--- config.mk ---
export PLATFORM = sky130hd
export DESIGN_NAME = boot_segment_code_protection
export DESIGN_NICKNAME = d
export VERILOG_FILES = /design/src/bsp_pkg.sv /design/src/boot_size_decode.sv /design/src/boot_segment_code_protection.sv
export SDC_FILE = /design/constraint.sdc
export NUM_CORES = 1
export LEC_CHECK = 0
export BUFFER_PORTS_ARGS = -buffer_cell sky130_fd_sc_hd__buf_2
export CAP_MARGIN = 5
export CORE_MARGIN = 2
export CORE_UTILIZATION = 45
export DETAILED_ROUTE_END_ITERATION = 10
export GPL_TIMING_DRIVEN = 0
export PLACE_DENSITY = 0.73
export SETUP_SLACK_MARGIN = 0.05
export SYNTH_ARGS = -nofsm -noshare
export SYNTH_HDL_FRONTEND = slang
export SYNTH_HIERARCHICAL = 1
export SYNTH_SLANG_ARGS = --single-unit
--- constraint.sdc ---
create_clock -name CLK_SYS -period 3.5 [get_ports CLK_SYS]
set_input_delay 0.875 -clock CLK_SYS [delete_from_list [all_inputs] [get_ports CLK_SYS]]
set_output_delay 0.875 -clock CLK_SYS [all_outputs]
set_load 0.01 [all_outputs]
--- src/bsp_pkg.sv ---
// Purpose: Constants and types for the boot segment code protection block
// Assumes: 10 MHz system clock, APB register access with 32-bit data
// Notes: Field layout of the two protection configuration words
//
// Behaviour
// - Boot write-protect bit 1 allows boot flash writes, 0 blocks all of them
// - A configured boot segment starts right after the vector space
// - Size code x11 defines no boot segment, top bit ignored
// - Codes 110 standard, 010 high security; 1K words less vectors, end 0007FEh
// - Codes 101 standard, 001 high security; 4K words less vectors, end 001FFEh
// - Code 000 gives high security segment ending at 003FFEh
// - Boot RAM field: 11 none, 10 128, 01 256, 00 1024 bytes
// - Secure write-protect bit 1 allows secure flash writes, 0 rejects those outside the boot segment
package bsp_pkg;

   // ************************************************************
   // Register map
   // ************************************************************
   localparam logic [11:0] OFS_BOOT_CFG = 12'h000;
   localparam logic [11:0] OFS_SECURE_CFG = 12'h004;
   localparam logic [11:0] OFS_BOOT_START = 12'h008;
   localparam logic [11:0] OFS_BOOT_END = 12'h00C;
   localparam logic [11:0] OFS_BOOT_RAM = 12'h010;
   localparam logic [11:0] OFS_STATUS = 12'h014;
   localparam logic [11:0] OFS_WR_CHECK = 12'h018;

   // ************************************************************
   // Field positions and reset values
   // ************************************************************
   localparam int BWP_BIT = 0;
   localparam int SIZE_LSB = 1;
   localparam int RAM_SEL_LSB = 4;
   localparam int SWP_BIT = 0;
   localparam logic [5:0] BOOT_CFG_RST = 6'h3F;
   localparam logic [0:0] SECURE_CFG_RST = 1'h1;

   // ************************************************************
   // Decode tables
   // ************************************************************
   localparam logic [23:0] VECTOR_END = 24'h000200;
   localparam logic [23:0] END_1K = 24'h0007FE;
   localparam logic [23:0] END_4K = 24'h001FFE;
   localparam logic [23:0] END_8K = 24'h003FFE;
   localparam logic [10:0] RAM_128 = 11'h080;
   localparam logic [10:0] RAM_256 = 11'h100;
   localparam logic [10:0] RAM_1024 = 11'h400;
   localparam logic [23:0] ADDR_ZERO = 24'h000000;

   typedef enum logic [1:0]
   {
      SEC_NONE = 2'h0,
      SEC_STANDARD = 2'h1,
      SEC_HIGH = 2'h2
   } security_t;

   typedef struct packed
   {
      logic present;
      security_t security;
      logic [23:0] start_addr;
      logic [23:0] end_addr;
      logic [10:0] ram_bytes;
   } boot_layout_t;

endpackage

--- src/boot_size_decode.sv ---
// Purpose: Combinational decode of boot segment size and boot RAM fields
// Assumes: Inputs come from registers on the same clock
// Notes: Pure logic, no state
`timescale 1ns/1ps
`default_nettype none
module boot_size_decode
(
   input wire logic [2:0] boot_flash_size_sel,
   input wire logic [1:0] boot_ram_size_sel,
   output var bsp_pkg::boot_layout_t layout
);

   logic [1:0] size_low;
   logic none_sel;
   assign size_low = boot_flash_size_sel[1:0];
   assign none_sel = (size_low == 2'h3);

   assign layout.present = ~none_sel;
   assign layout.security = none_sel ? bsp_pkg::SEC_NONE :
      (boot_flash_size_sel[2] ? bsp_pkg::SEC_STANDARD : bsp_pkg::SEC_HIGH);
   assign layout.start_addr = none_sel ? bsp_pkg::ADDR_ZERO : bsp_pkg::VECTOR_END;
   assign layout.end_addr = (size_low == 2'h2) ? bsp_pkg::END_1K :
      (size_low == 2'h1) ? bsp_pkg::END_4K :
      (size_low == 2'h0) ? bsp_pkg::END_8K : bsp_pkg::ADDR_ZERO;
   assign layout.ram_bytes = (boot_ram_size_sel == 2'h2) ? bsp_pkg::RAM_128 :
      (boot_ram_size_sel == 2'h1) ? bsp_pkg::RAM_256 :
      (boot_ram_size_sel == 2'h0) ? bsp_pkg::RAM_1024 : 11'h000;

endmodule
`default_nettype wire

--- src/boot_segment_code_protection.sv ---
// Purpose: APB-reachable boot and secure segment protection configuration
// Assumes: Flash programming path presents one write address at a time
// Notes: Write permission is combinational from the live configuration
//
// The placing of the registers and the APB slave port were chosen for this implementation.
`timescale 1ns/1ps
`default_nettype none
module boot_segment_code_protection
#(
   parameter int ADDR_W = 24
)
(
   input wire logic CLK_SYS,
   input wire logic RST,
   input wire logic PSEL,
   input wire logic PENABLE,
   input wire logic PWRITE,
   input wire logic [11:0] PADDR,
   input wire logic [31:0] PWDATA,
   output logic [31:0] PRDATA,
   output logic PREADY,
   output logic PSLVERR,
   input wire logic [ADDR_W-1:0] FLASH_WR_ADDR,
   input wire logic FLASH_WR_REQ,
   input wire logic SECURE_HIT,
   output logic FLASH_WR_ALLOW,
   output logic FLASH_WR_BLOCKED
);

   // ************************************************************
   // Configuration registers
   // ************************************************************
   logic [5:0] boot_cfg_reg;
   logic [0:0] secure_cfg_reg;
   logic [31:0] rdata_reg;
   logic err_reg;
   logic [7:0] block_cnt_reg;
   logic [7:0] block_cnt_next;
   logic blocked_reg;

   logic access;
   logic wr_en;
   logic rd_en;
   logic hit_boot;
   logic hit_secure;
   logic hit_start;
   logic hit_end;
   logic hit_ram;
   logic hit_status;
   logic hit_check;
   logic mapped;
   logic [31:0] rdata_next;
   logic boot_write_protect;
   logic secure_write_protect;
   logic [2:0] boot_flash_size_sel;
   logic [1:0] boot_ram_size_sel;
   bsp_pkg::boot_layout_t layout;
   logic in_boot;
   logic deny;

   assign access = PSEL & PENABLE;
   assign wr_en = access & PWRITE;
   // Read data is captured in the setup cycle, ahead of the access phase
   assign rd_en = PSEL & ~PENABLE & ~PWRITE;
   assign hit_boot = (PADDR == bsp_pkg::OFS_BOOT_CFG);
   assign hit_secure = (PADDR == bsp_pkg::OFS_SECURE_CFG);
   assign hit_start = (PADDR == bsp_pkg::OFS_BOOT_START);
   assign hit_end = (PADDR == bsp_pkg::OFS_BOOT_END);
   assign hit_ram = (PADDR == bsp_pkg::OFS_BOOT_RAM);
   assign hit_status = (PADDR == bsp_pkg::OFS_STATUS);
   assign hit_check = (PADDR == bsp_pkg::OFS_WR_CHECK);
   assign mapped = hit_boot | hit_secure | hit_start | hit_end | hit_ram | hit_status
      | hit_check;

   assign boot_write_protect = boot_cfg_reg[bsp_pkg::BWP_BIT];
   assign boot_flash_size_sel = boot_cfg_reg[bsp_pkg::SIZE_LSB +: 3];
   assign boot_ram_size_sel = boot_cfg_reg[bsp_pkg::RAM_SEL_LSB +: 2];
   assign secure_write_protect = secure_cfg_reg[bsp_pkg::SWP_BIT];

   boot_size_decode u_decode
   (
      .boot_flash_size_sel(boot_flash_size_sel),
      .boot_ram_size_sel(boot_ram_size_sel),
      .layout(layout)
   );

   // ************************************************************
   // Write permission
   // ************************************************************
   // Decoded straight from the live registers so a new setting bites at once
   assign in_boot = layout.present && (FLASH_WR_ADDR >= layout.start_addr)
      && (FLASH_WR_ADDR <= layout.end_addr);
   assign deny = (in_boot & ~boot_write_protect)
      | (SECURE_HIT & ~in_boot & ~secure_write_protect);
   assign FLASH_WR_ALLOW = FLASH_WR_REQ & ~deny;
   assign block_cnt_next = (FLASH_WR_REQ & deny & (block_cnt_reg != 8'hFF))
      ? block_cnt_reg + 8'h01 : block_cnt_reg;

   assign rdata_next = hit_boot ? {26'h0000000, boot_cfg_reg} :
      hit_secure ? {31'h00000000, secure_cfg_reg} :
      hit_start ? {8'h00, layout.start_addr} :
      hit_end ? {8'h00, layout.end_addr} :
      hit_ram ? {21'h000000, layout.ram_bytes} :
      hit_status ? {21'h000000, block_cnt_reg, layout.present, layout.security} :
      hit_check ? {30'h00000000, deny, in_boot} : 32'h00000000;

   always_ff @(posedge CLK_SYS or posedge RST)
   begin
      if (RST)
      begin
         boot_cfg_reg <= bsp_pkg::BOOT_CFG_RST;
         secure_cfg_reg <= bsp_pkg::SECURE_CFG_RST;
      end
      else if (wr_en & hit_boot)
         boot_cfg_reg <= PWDATA[5:0];
      else if (wr_en & hit_secure)
         secure_cfg_reg <= PWDATA[0:0];
   end

   always_ff @(posedge CLK_SYS or posedge RST)
   begin
      if (RST)
      begin
         rdata_reg <= 32'h00000000;
         err_reg <= 1'b0;
         block_cnt_reg <= 8'h00;
         blocked_reg <= 1'b0;
      end
      else
      begin
         rdata_reg <= rd_en ? rdata_next : rdata_reg;
         err_reg <= PSEL & ~PENABLE & ~mapped;
         block_cnt_reg <= block_cnt_next;
         blocked_reg <= FLASH_WR_REQ & deny;
      end
   end

   // Data is latched in the setup cycle so the access phase ends in one cycle
   assign PREADY = 1'b1;
   assign PRDATA = rdata_reg;
   assign PSLVERR = access & err_reg;
   assign FLASH_WR_BLOCKED = blocked_reg;
endmodule
`default_nettype wire

# After elaboration in Yosys (flattened, before gate mapping)
# Index checks and enable logic that the tools add are counted.
# Widths: inputs -> output; s select.
[classes]
add_sub_neg = 1
magnitude_cmp = 2
n_eq_ne = 12
muxes = 16
bitwise_logic = 30
reduce_logical = 6
[ops]
columns = ["operator", "count"]
rows = [
  ["$mux 24", 6],
  ["$mux 11", 5],
  ["$eq 12x5->1 const B", 3],
  ["$eq 12x4->1 const B", 2],
  ["$ge 24x24->1", 1],
  ["$le 24x24->1", 1],
  ["$and 1x1->1", 14],
  ["$mux 14", 1],
  ["$eq 12x3->1 const B", 1],
  ["$logic_not 12->1", 1],
  ["$mux 10", 1],
  ["$not 1->1", 9],
  ["$add 8x1->8 const B", 1],
  ["$ne 8x8->1 const B", 1],
  ["$or 1x1->1", 7],
  ["$eq 2x2->1 const B", 3],
  ["$mux 2", 3],
  ["$eq 2x1->1 const B", 2],
  ["$logic_not 2->1", 2],
  ["$logic_and 1x1->1", 2],
  ["$reduce_and 2->1", 1],
]
[word_totals]
regBits = 49
input_bits = 75
output_inout_bits = 36
elab_cells = 73

# Depth between registers and ports, before layout
# Gate-level depths: netlist of run 1.
[depth]
depth_word = 17
mapped_depth = 12
ltp_nobuf = 11

# Modules after synthesis
# The synthesis of run 1 kept the hierarchy.
[by_module_without_submodules]
columns = ["module", "n_inst", "cells_per_inst", "area_per_inst_um2", "seq_area_each_um2"]
rows = [
  ["boot_segment_code_protection", 1, 406, 3482.1, 1034.7],
  ["boot_size_decode", 1, 63, 451.7, 0.0],
]

# Least setup slack after synthesis of run 1
# Ideal clock, no wire load.
[synth_timing]
path_type = "input -> output"
start = "input port FLASH_WR_ADDR[22]"
end = "output port FLASH_WR_ALLOW"
arrival_time_ps = 2575
required_ps = 2625
setup_slack_ps = 50
stages = 7
n_path_buf = 0
cell_sequence = "ha_1 nand4_1 nor4_2 nand4_1 a32oi_1 mux2_4 and2_1"
[synth_via]
elab_chain_cells = 9
elab_cells_between_ends = 11
[synth_lines]
columns = ["item", "line_no", "rtl"]
rows = [
  ["start, declared", "boot_segment_code_protection.sv:23", "input wire logic [ADDR_W-1:0] FLASH_WR_ADDR,"],
  ["$ge 24x24->1", "boot_segment_code_protection.sv:91", "assign in_boot = layout.present && (FLASH_WR_ADDR >= layout.start_addr)"],
  ["$logic_and 1x1->1", "boot_segment_code_protection.sv:91", ""],
  ["$logic_and 1x1->1 *", "boot_segment_code_protection.sv:92", "&& (FLASH_WR_ADDR <= layout.end_addr);"],
  ["$not 1->1", "boot_segment_code_protection.sv:94", "| (SECURE_HIT & ~in_boot & ~secure_write_protect);"],
  ["$and 1x1->1 (2 in series)", "boot_segment_code_protection.sv:94", ""],
  ["$or 1x1->1 *", "boot_segment_code_protection.sv:94", ""],
  ["$not 1->1 *", "boot_segment_code_protection.sv:95", "assign FLASH_WR_ALLOW = FLASH_WR_REQ & ~deny;"],
  ["$and 1x1->1 *", "boot_segment_code_protection.sv:95", ""],
  ["end, declared", "boot_segment_code_protection.sv:26", "output logic FLASH_WR_ALLOW,"],
]
# Mark *: on every way between the ends. The rest lies on a longest branch, timed or not.

==> reports/summary.txt, run 1 <==
==================================================================================================
Setup repair after global routing missed its margin .................................         true
Reg-to-reg startpoint ............................................................... boot_cfg_reg[2]
Root buffer cell ....................................................................     clkbuf_8
Register-to-register setup slack ....................................................      0.29 ns
Cell count of the worst reg-to-reg path .............................................           13
Sum of overflow across all layers after global routing ..............................            0
Routed wire length ..................................................................      9553 um
Total standard cell area after synthesis ............................................     3934 um2
Routed via count ....................................................................         3554
Slew Viols, Final ...................................................................            0
Vias in the first global route ......................................................         3329
Areal power density over the cells .................................................. 251.9 nW/um2
Maximum vdd drop ....................................................................    0.1509 mV
Slew Limit Headroom .................................................................       41.29%
Max incr delay on CP ................................................................      0.66 ns
Initial antenna violation count .....................................................            0
Path type of the worst min-delay path ............................................... flop to flop
Row cnt .............................................................................           34
Sinks on Clock Net ..................................................................           41
Number of placed instances, taps included ...........................................          698
Average wire length per cell after detail routing ...................................     13.40 um
Total track usage ...................................................................       19.69%
Flip-flop and latch count after synthesis ...........................................           41
Fraction of the cycle the final worst path needs ....................................       109.9%
Sequence of cells on the critical path .............................................. nand2_4 > buf_12 > clkinv_8 > ha_4 > nor2b_4 > o211a_1 > o211ai_1 > nand4_1 > a32oi_2 > mux2_4 > and2_4 > buf_6
CTS H-tree depth ....................................................................            2
Outcome ............................................................................. finished with violations
Final-stage net count ...............................................................          728
Final worst slack ...................................................................   -0.3463 ns
Cell at the slowest stage of the critical path ......................................      dfstp_2
Max cap viols .......................................................................            0
Signed area change from the synthesized netlist to the final layout .................       25.67%
Portion of netlist area occupied by mux cells .......................................       7.506%
Floorplan die width .................................................................     97.50 um
Core footprint ......................................................................     8593 um2
Minimum setup slack after placement .................................................   -0.5158 ns
Xor/xnor cell area share of the yosys netlist .......................................       1.559%
Area fraction in compound gates after synthesis .....................................       15.08%
Final Non-Filler Cells ..............................................................          713
Overall power after layout ..........................................................     1.245 mW
Simple-Gate Fraction of Synth Area ..................................................       15.59%
Distinct cell type count after synthesis ............................................           55
Hold Buf Count CTS ..................................................................            0
Critical-path maximum fanout ........................................................            6
Length of the first detailed-routing pass in iterations .............................            5
Global-route wire length before repair ..............................................     15480 um
Post-synthesis instance total .......................................................          469
Detailed Place HPWL .................................................................      7546 um
Final Hold Viols ....................................................................            0
Slew of the pin with the lowest slew margin .........................................    0.8794 ns
Leak pwr ............................................................................     2.653 nW
Endpoint of the worst-slack reg-to-reg timing path .................................. block_cnt_reg[1]
Clock transition time at the flip-flop clock pins of the worst setup and hold paths .      0.08 ns
DRT iter0 DRCs ......................................................................          112
Die extent in y .....................................................................     97.50 um
TritonCTS clock tree ................................................................         done
Worst endpoint required time ........................................................      2.62 ns
Startpoint class of the critical path ...............................................         flop
Num CTS Buffers .....................................................................            5
Maximum clock path buffer count .....................................................            2
Adder-cell share of the synthesized area ............................................       15.59%
Post-DRT Antenna Nets ...............................................................            0
Flip-flop count of the largest register after layout ................................           24
Port Buffers ........................................................................           73
Sequential-to-total area share from yosys stat ......................................       26.30%
Largest net degree at the start of global routing ...................................           42
Element type at the critical path end ............................................... primary output
Highest clock rate ..................................................................   0.2600 GHz
Final Critical Period ...............................................................     3.846 ns
Per-cell via count in the routed design .............................................        4.985
Crit path kind ...................................................................... flop to primary output
Clock latency reported for the late side of the worst-skew pair .....................      0.29 ns
Ant diodes ..........................................................................            0
Mapped Avg Cell Area ................................................................    8.388 um2
Count of flip-flops with a built-in enable after synthesis ..........................            0
Post-detailed-route DRC marker count ................................................            0
Main combinational cell family by area after synthesis .............................. buffers and inverters
Worst clock skew ....................................................................  0.003073 ns
Leading register cell type out of synthesis .........................................      dfrtp_1
Number of setup violations in the final report ......................................            1
Final Wtd Congestion ................................................................       0.8639
Share of layout cells above drive strength 1 ........................................       33.22%
Number of top-level design ports ....................................................          111
Die ar. .............................................................................     9505 um2
Setup crit end ...................................................................... FLASH_WR_ALLOW
Violated checks ..................................................................... setup timing
Effective utilization at floorplan ..................................................       45.78%
Final core area utilization .........................................................       57.53%
Async SR Flop Fraction ..............................................................       100.0%
Setup crit start .................................................................... boot_cfg_reg[2]
Synthesis Warnings ..................................................................            6
Critical Path AT ....................................................................      2.97 ns
==================================================================================================
-- Yosys cell counts, types with 2 or more instances --
library cell,number,area (um2)
nor3_2,2,20.02
buf_4,63,473.0
conb_1,3,11.26
a221oi_1,4,35.03
nand3_1,5,25.02
o21ai_0,41,205.2
xor2_1,7,61.31
a21oi_1,20,100.1
dfrtp_1,34,850.8
and3_1,4,25.02
a22oi_1,2,15.01
nor4_2,2,25.02
and4_1,2,17.52
nand4_1,10,62.56
mux2i_1,19,190.2
a31oi_1,2,12.51
a21o_1,2,15.01
a211oi_1,2,15.01
mux2_2,7,78.83
nand2b_1,5,31.28
ha_1,49,613.1
nor2b_1,3,18.77
clkbuf_1,9,33.78
or2_2,2,12.51
o211ai_1,3,22.52
a222oi_1,5,50.05
inv_1,51,191.4
buf_2,2,10.01
nor2_1,20,75.07
dfstp_2,7,183.9
nand2_1,50,187.7
nor3_1,7,35.03
and2_1,3,18.77
-- worst max-delay path, delay by kind of cell (launching register included) --
kind	cells	cell delay, ns
flops	1	0.66
compound gates	3	0.66
fa+ha+maj	1	0.18
simple gates	4	0.49
buf+inv	3	0.30
mux	1	0.36
-- power by group --
part	internal (mW)	total [mW]	switching [mW]
registers	0.514	0.557	0.0433
logic	0.172	0.353	0.181
clock network	0.178	0.336	0.157
-- how the worst min path moves through the flow --
stage,end,from,slack [ns],depth (start not counted)
after floorplan,block_cnt_reg[5],block_cnt_reg[5],0.46,1
after global placement,PRDATA[16],PRDATA[16],0.46,2
after detailed placement,PRDATA[16],PRDATA[16],0.47,2
after CTS,PRDATA[16],PRDATA[16],0.48,2
after global routing,block_cnt_reg[5],block_cnt_reg[5],0.51,1
final,PRDATA[10],PRDATA[10],0.48,2
-- cell usage in the layout (no fill, tap or decap), types with 9 or more instances in the layout --
master    synthesis  layout
a21oi_1          20      17
buf_2             2      74
buf_4            63      68
clkbuf_1          9       9
conb_1            3      51
dfrtp_1          34      34
ha_1             49      42
inv_1            51      47
mux2i_1          19      19
nand2_1          50      49
nand4_1          10      10
nor2_1           20      19
o21ai_0          41      38
-- timing repair --
item / 4_1_cts / 5_1_grt
pin swaps: 11 / 13
cloned: 1 / 0
setup endpoints to repair: 2 / 1
setup buffers: 4 / 2
resized for setup: 12 / 17
-- final cells by class --
| cell class | instances | area [um2] |
|---|---|---|
| inverter | 51 | 203.9 |
| buffer | 75 | 520.5 |
| multi-input combinational | 351 | 2519 |
| fill | 793 | 3650 |
| tap | 108 | 135.1 |
| sequential | 41 | 1035 |
| timing repair buffer | 79 | 429.2 |
| clock buffer | 7 | 96.34 |
| clock inverter | 1 | 5.005 |
-- kinds of logic (layout without fill, tap and decap cells) --
group,after synthesis,count (layout)
buffers and inverters,126,213
AND/OR/NAND/NOR,121,122
AO/OA/AOI/OAI,94,94
adder cells (fa/ha/maj),49,49
flip-flops,41,41
multiplexers,28,28
XOR/XNOR,7,7
other,3,51
-- per-stage QoR --
step	hold slack [ns]	TNS (ns)	instance area (um2)
2_1_floorplan	0.4569	0	4114
3_3_place_gp	0.4591	-0.4499	4614
3_5_place_dp	0.4662	-0.5158	4614
4_1_cts	0.4834	-0.3686	4823
5_1_grt	0.5112	-0.4506	4943
6_report	0.4784	-0.3463	4943
-- per-layer routing --
metal / up-vias / share of wire [%] / track usage (%)
met2: 96 / 48 / 34.06
met5: - / 0 / 0
met1: 1657 / 45 / 26.07
li1: 1788 / - / -
met4: 0 / 1.5 / 4.701
met3: 13 / 5.4 / 2.662
(Power assumes the default switching activity.)
==> run 2, diff against run 1 <==
- ABC_AREA: not set -> 1
- PLACE_DENSITY: 0.73 -> 0.72
==> run 2 against run 1 <==
The run now ends clean. Setup slack better by 0.41 ns. Combinational power decreased by 9.9%. Power decreased by 10%. Global-route usage increased by 0.98 points. Sequential power fell by 12%. Worst hold slack better by 0.020 ns. Clock skew up 0.00079 ns. Design area up 8.6%. Fmax grew 12%. Sequential share of layout area down 1.7 points. First-iteration DRC count increased by 42%. Critical path type is now input pin to primary output. Largest cell class unchanged. Largest power group unchanged.
==> reports/summary.txt, run 2 <==
==================================================================================================
Outcome ............................................................................. finished clean
Top-area cell type share of the netlist area ........................................       19.93%   -1.7 points
Logic gate share of total power .....................................................        28.5%   +0.2 points
Critical Path AT ....................................................................      2.56 ns   -0.41 ns
Sum of overflow across all layers after global routing ..............................            0   unchanged
Flip-flop count of the largest register after layout ................................           24   unchanged
Reg-to-reg startpoint ............................................................... boot_cfg_reg[2]
Core footprint ......................................................................     9240 um2   +7.5%
Post-detailed-route DRC marker count ................................................            0   unchanged
Final core area utilization .........................................................       58.10%   +0.58 points
Die extent in y .....................................................................     101.4 um   +4.0%
Sequential cell fraction of total power .............................................        43.8%   -0.9 points
Start point of the worst hold path ..................................................    PRDATA[0]
Commonest non-fill, non-tap cells in the layout ..................................... inv_1 (98), nand2_1 (95), buf_2 (75)
Max cap viols .......................................................................            0   unchanged
Post-synthesis instance total .......................................................          588   +25%
Max incr delay on CP ................................................................      0.27 ns   -0.39 ns
Clock latency reported for the late side of the worst-skew pair .....................      0.30 ns   about the same
Total track usage ...................................................................       20.67%   +0.98 points
Maximum clock path buffer count .....................................................            2   unchanged
Internal Power ......................................................................     767.7 uW   -11%
Floorplan die width .................................................................     101.4 um   +4.0%
Highest clock rate ..................................................................   0.2911 GHz   +12%
Worst clock skew ....................................................................  0.003864 ns   +0.0007906 ns
Leading register cell type out of synthesis .........................................      dfrtp_1
Average wire length per cell after detail routing ...................................     12.63 um   -5.7%
Sinks on Clock Net ..................................................................           41   unchanged
Cell taking the most area after synthesis ...........................................      dfrtp_1
Hold Buf Count CTS ..................................................................            0   unchanged
Count of flip-flops with a built-in enable after synthesis ..........................            0   unchanged
Vias in the first global route ......................................................         3818   +15%
Overall power after layout ..........................................................     1.116 mW   -10%
Total standard cell area after synthesis ............................................     4269 um2   +8.5%
Slew Viols, Final ...................................................................            0   unchanged
Final worst slack ...................................................................   0.06425 ns   +0.4106 ns
Initial antenna violation count .....................................................            0   unchanged
Root buffer cell ....................................................................     clkbuf_8
DRT iter0 DRCs ......................................................................          159   +42%
Largest net degree at the start of global routing ...................................           42   unchanged
Filler instances ....................................................................          858   +8.2%
Areal power density over the cells .................................................. 207.9 nW/um2   -17%
Sequential-to-total area share from yosys stat ......................................       24.24%   -2.1 points
Mapped Avg Cell Area ................................................................    7.260 um2   -13%
Routed wire length ..................................................................     10800 um   +13%
Synthesis Warnings ..................................................................            6   unchanged
Sequence of cells on the critical path .............................................. buf_2 > ha_4 > nand2_1 > nor2_2 > nand4_1 > nor2_2 > nand2_1 > nand3_2 > nand2_4 > nand2_2 > nand2_2 > and2_4 > nor2_4 > buf_6
Global-route wire length before repair ..............................................     17050 um   +10%
Distinct cell type count after synthesis ............................................           46   -16%
Row cnt .............................................................................           35   +2.9%
Final-stage net count ...............................................................          849   +17%
Number of top-level design ports ....................................................          111   unchanged
Worst Hold Margin ...................................................................    0.4986 ns   +0.02027 ns
Top cells by instance count after synthesis ......................................... inv_1 (105), nand2_1 (103), buf_4 (63)
TritonCTS clock tree ................................................................         done
Slew of the pin with the lowest slew margin .........................................    0.8845 ns   +0.005136 ns
CTS H-tree depth ....................................................................            2   unchanged
Length of the first detailed-routing pass in iterations .............................            5   unchanged
Cell at the slowest stage of the critical path ......................................         ha_4
Post-DRT Antenna Nets ...............................................................            0   unchanged
Routed via count ....................................................................         3965   +12%
Element type at the critical path end ............................................... primary output
Fraction of the cycle the final worst path needs ....................................       98.16%   -12 points
Flip-flop and latch count after synthesis ...........................................           41   unchanged
Setup repair after global routing missed its margin .................................         true
Clock transition time at the flip-flop clock pins of the worst setup and hold paths .      0.08 ns   about the same
Number of setup violations in the final report ......................................            0   -1
Signed area change from the synthesized netlist to the final layout .................       25.76%   about the same
Die ar. .............................................................................    10280 um2   +8.2%
Endpoint of the worst hold-timing path ..............................................    PRDATA[0]
Final sum of negative setup slack ...................................................         0 ns   +0.3463 ns
Worst endpoint required time ........................................................      2.62 ns   about the same
Switching component of the power ....................................................     348.6 uW   -8.6%
Startpoint class of the critical path ...............................................    input pin
Bufs and invs on worst path .........................................................            2   -1
Cell family contributing the most delay on the critical path ........................ simple AND/OR/NAND/NOR gates
Cell depth of the worst min-delay path ..............................................            2   unchanged
Final Wtd Congestion ................................................................       0.9123   +5.6%
Slew Limit Headroom .................................................................       40.95%   -0.34 points
Per-cell via count in the routed design .............................................        4.637   -7.0%
Port Buffers ........................................................................           75   +2.7%
Async SR Flop Fraction ..............................................................       100.0%   unchanged
Maximum vdd drop ....................................................................    0.1410 mV   -6.6%
Cell count of the worst reg-to-reg path .............................................           18   +5
Top post-synthesis cells by area .................................................... dfrtp_1 (20%), ha_1 (14%), buf_4 (11%)
Register-to-register setup slack ....................................................      0.79 ns   +0.50 ns
Proportion of total power due to net switching ......................................       31.23%   +0.61 points
Path type of the worst min-delay path ............................................... flop to flop
Effective utilization at floorplan ..................................................       46.20%   +0.42 points
Num CTS Buffers .....................................................................            5   unchanged
Leak pwr ............................................................................     2.745 nW   +3.5%
Detailed Place HPWL .................................................................      8606 um   +14%
Final Hold Viols ....................................................................            0   unchanged
Share of layout cells above drive strength 1 ........................................       33.33%   +0.11 points
Most common cell in the netlist .....................................................        inv_1
Most frequent standard cell in the layout excluding fill and tap cells ..............        inv_1
Endpoint of the worst-slack reg-to-reg timing path .................................. block_cnt_reg[2]
Ant diodes ..........................................................................            0   unchanged
Critical-path maximum fanout ........................................................            3   -3
Clock power share ...................................................................        27.6%   +0.7 points
Final Critical Period ...............................................................     3.436 ns   -0.4106 ns
Crit path kind ...................................................................... input pin to primary output
Minimum setup slack after placement .................................................   0.02851 ns   +0.5443 ns
==================================================================================================
==> run 2: kinds of logic (layout without fill, tap and decap cells) <==
logic type                 Yosys count  count (layout)  synth area share, %
xor gates and xnor gates             7               7                1.436
buffers and inverters              190             279                22.54
other                                3              51               0.2638
and+or+nand+nor                    191             192                19.64
AOI/OAI and AO/OA                  103             103                16.47
DFF                                 41              41                24.24
adders and majority gates           49              49                14.36
muxes                                4               4                1.055
==> run 2: area by class of cell <==
class | count | area (um2) | area share (%)
buffer | 69 | 519.2 | 9.671
clock buffer | 6 | 72.57 | 1.352
tap | 129 | 161.4 | 3.006
multi-input combinational | 406 | 2681 | 49.94
timing repair buffer | 81 | 430.4 | 8.017
inverter | 121 | 459.2 | 8.553
sequential | 41 | 1035 | 19.27
clock inverter | 2 | 10.01 | 0.1864
==> run 2: through the flow <==
| step | cells | area (um2) |
|---|---|---|
| 2_1_floorplan | 636 | 4449 |
| 5_1_grt | 855 | 5369 |
| 3_5_place_dp | 840 | 4986 |
| 6_report | 855 | 5369 |
| 4_1_cts | 851 | 5104 |
| 3_3_place_gp | 840 | 4986 |
==> run 2: timing repair <==
item,4_1_cts,5_1_grt
buffers inserted,3,3
gates resized for setup,4,45
setup endpoints to repair,1,1
gates cloned,0,1
pin swaps,4,24
==> run 2: how the worst max path moves through the flow <==
stage,cells past startpoint,startpoint,to
6_report,14,FLASH_WR_ADDR[21],FLASH_WR_ALLOW
5_1_grt,14,boot_cfg_reg[2],FLASH_WR_ALLOW
4_1_cts,14,boot_cfg_reg[1],FLASH_WR_ALLOW
3_5_place_dp,12,FLASH_WR_ADDR[15],FLASH_WR_ALLOW
3_3_place_gp,12,FLASH_WR_ADDR[19],FLASH_WR_ALLOW
2_1_floorplan,10,FLASH_WR_ADDR[23],FLASH_WR_ALLOW
==> run 2: routing by layer <==
| metal | share of wire [%] | vias up | global-route usage, % |
|---|---|---|---|
| met2 | 52 | 83 | 37.85 |
| met3 | 3.6 | 16 | 2.968 |
| met4 | 1.0 | 0 | 4.262 |
| li1 | - | 2061 | - |
| met5 | 0 | - | 0 |
| met1 | 44 | 1805 | 25.78 |
==> run 2: tightest hold or removal path, stage by stage (launching register included) <==
cell     delay [ns]
dfrtp_1        0.36
nand2_1        0.06
nand2_1        0.05
==> run 2: power groups by stage <==
| stage | clock [mW] | combinational, mW | sequential, mW |
|---|---|---|---|
| 2_1_floorplan | 0 | 0.194 | 0.503 |
| 3_3_place_gp | 0 | 0.271 | 0.498 |
| 3_5_place_dp | 0 | 0.281 | 0.498 |
| 4_1_cts | 0.313 | 0.284 | 0.489 |
| 5_1_grt | 0.341 | 0.360 | 0.491 |
| 6_report | 0.309 | 0.318 | 0.489 |
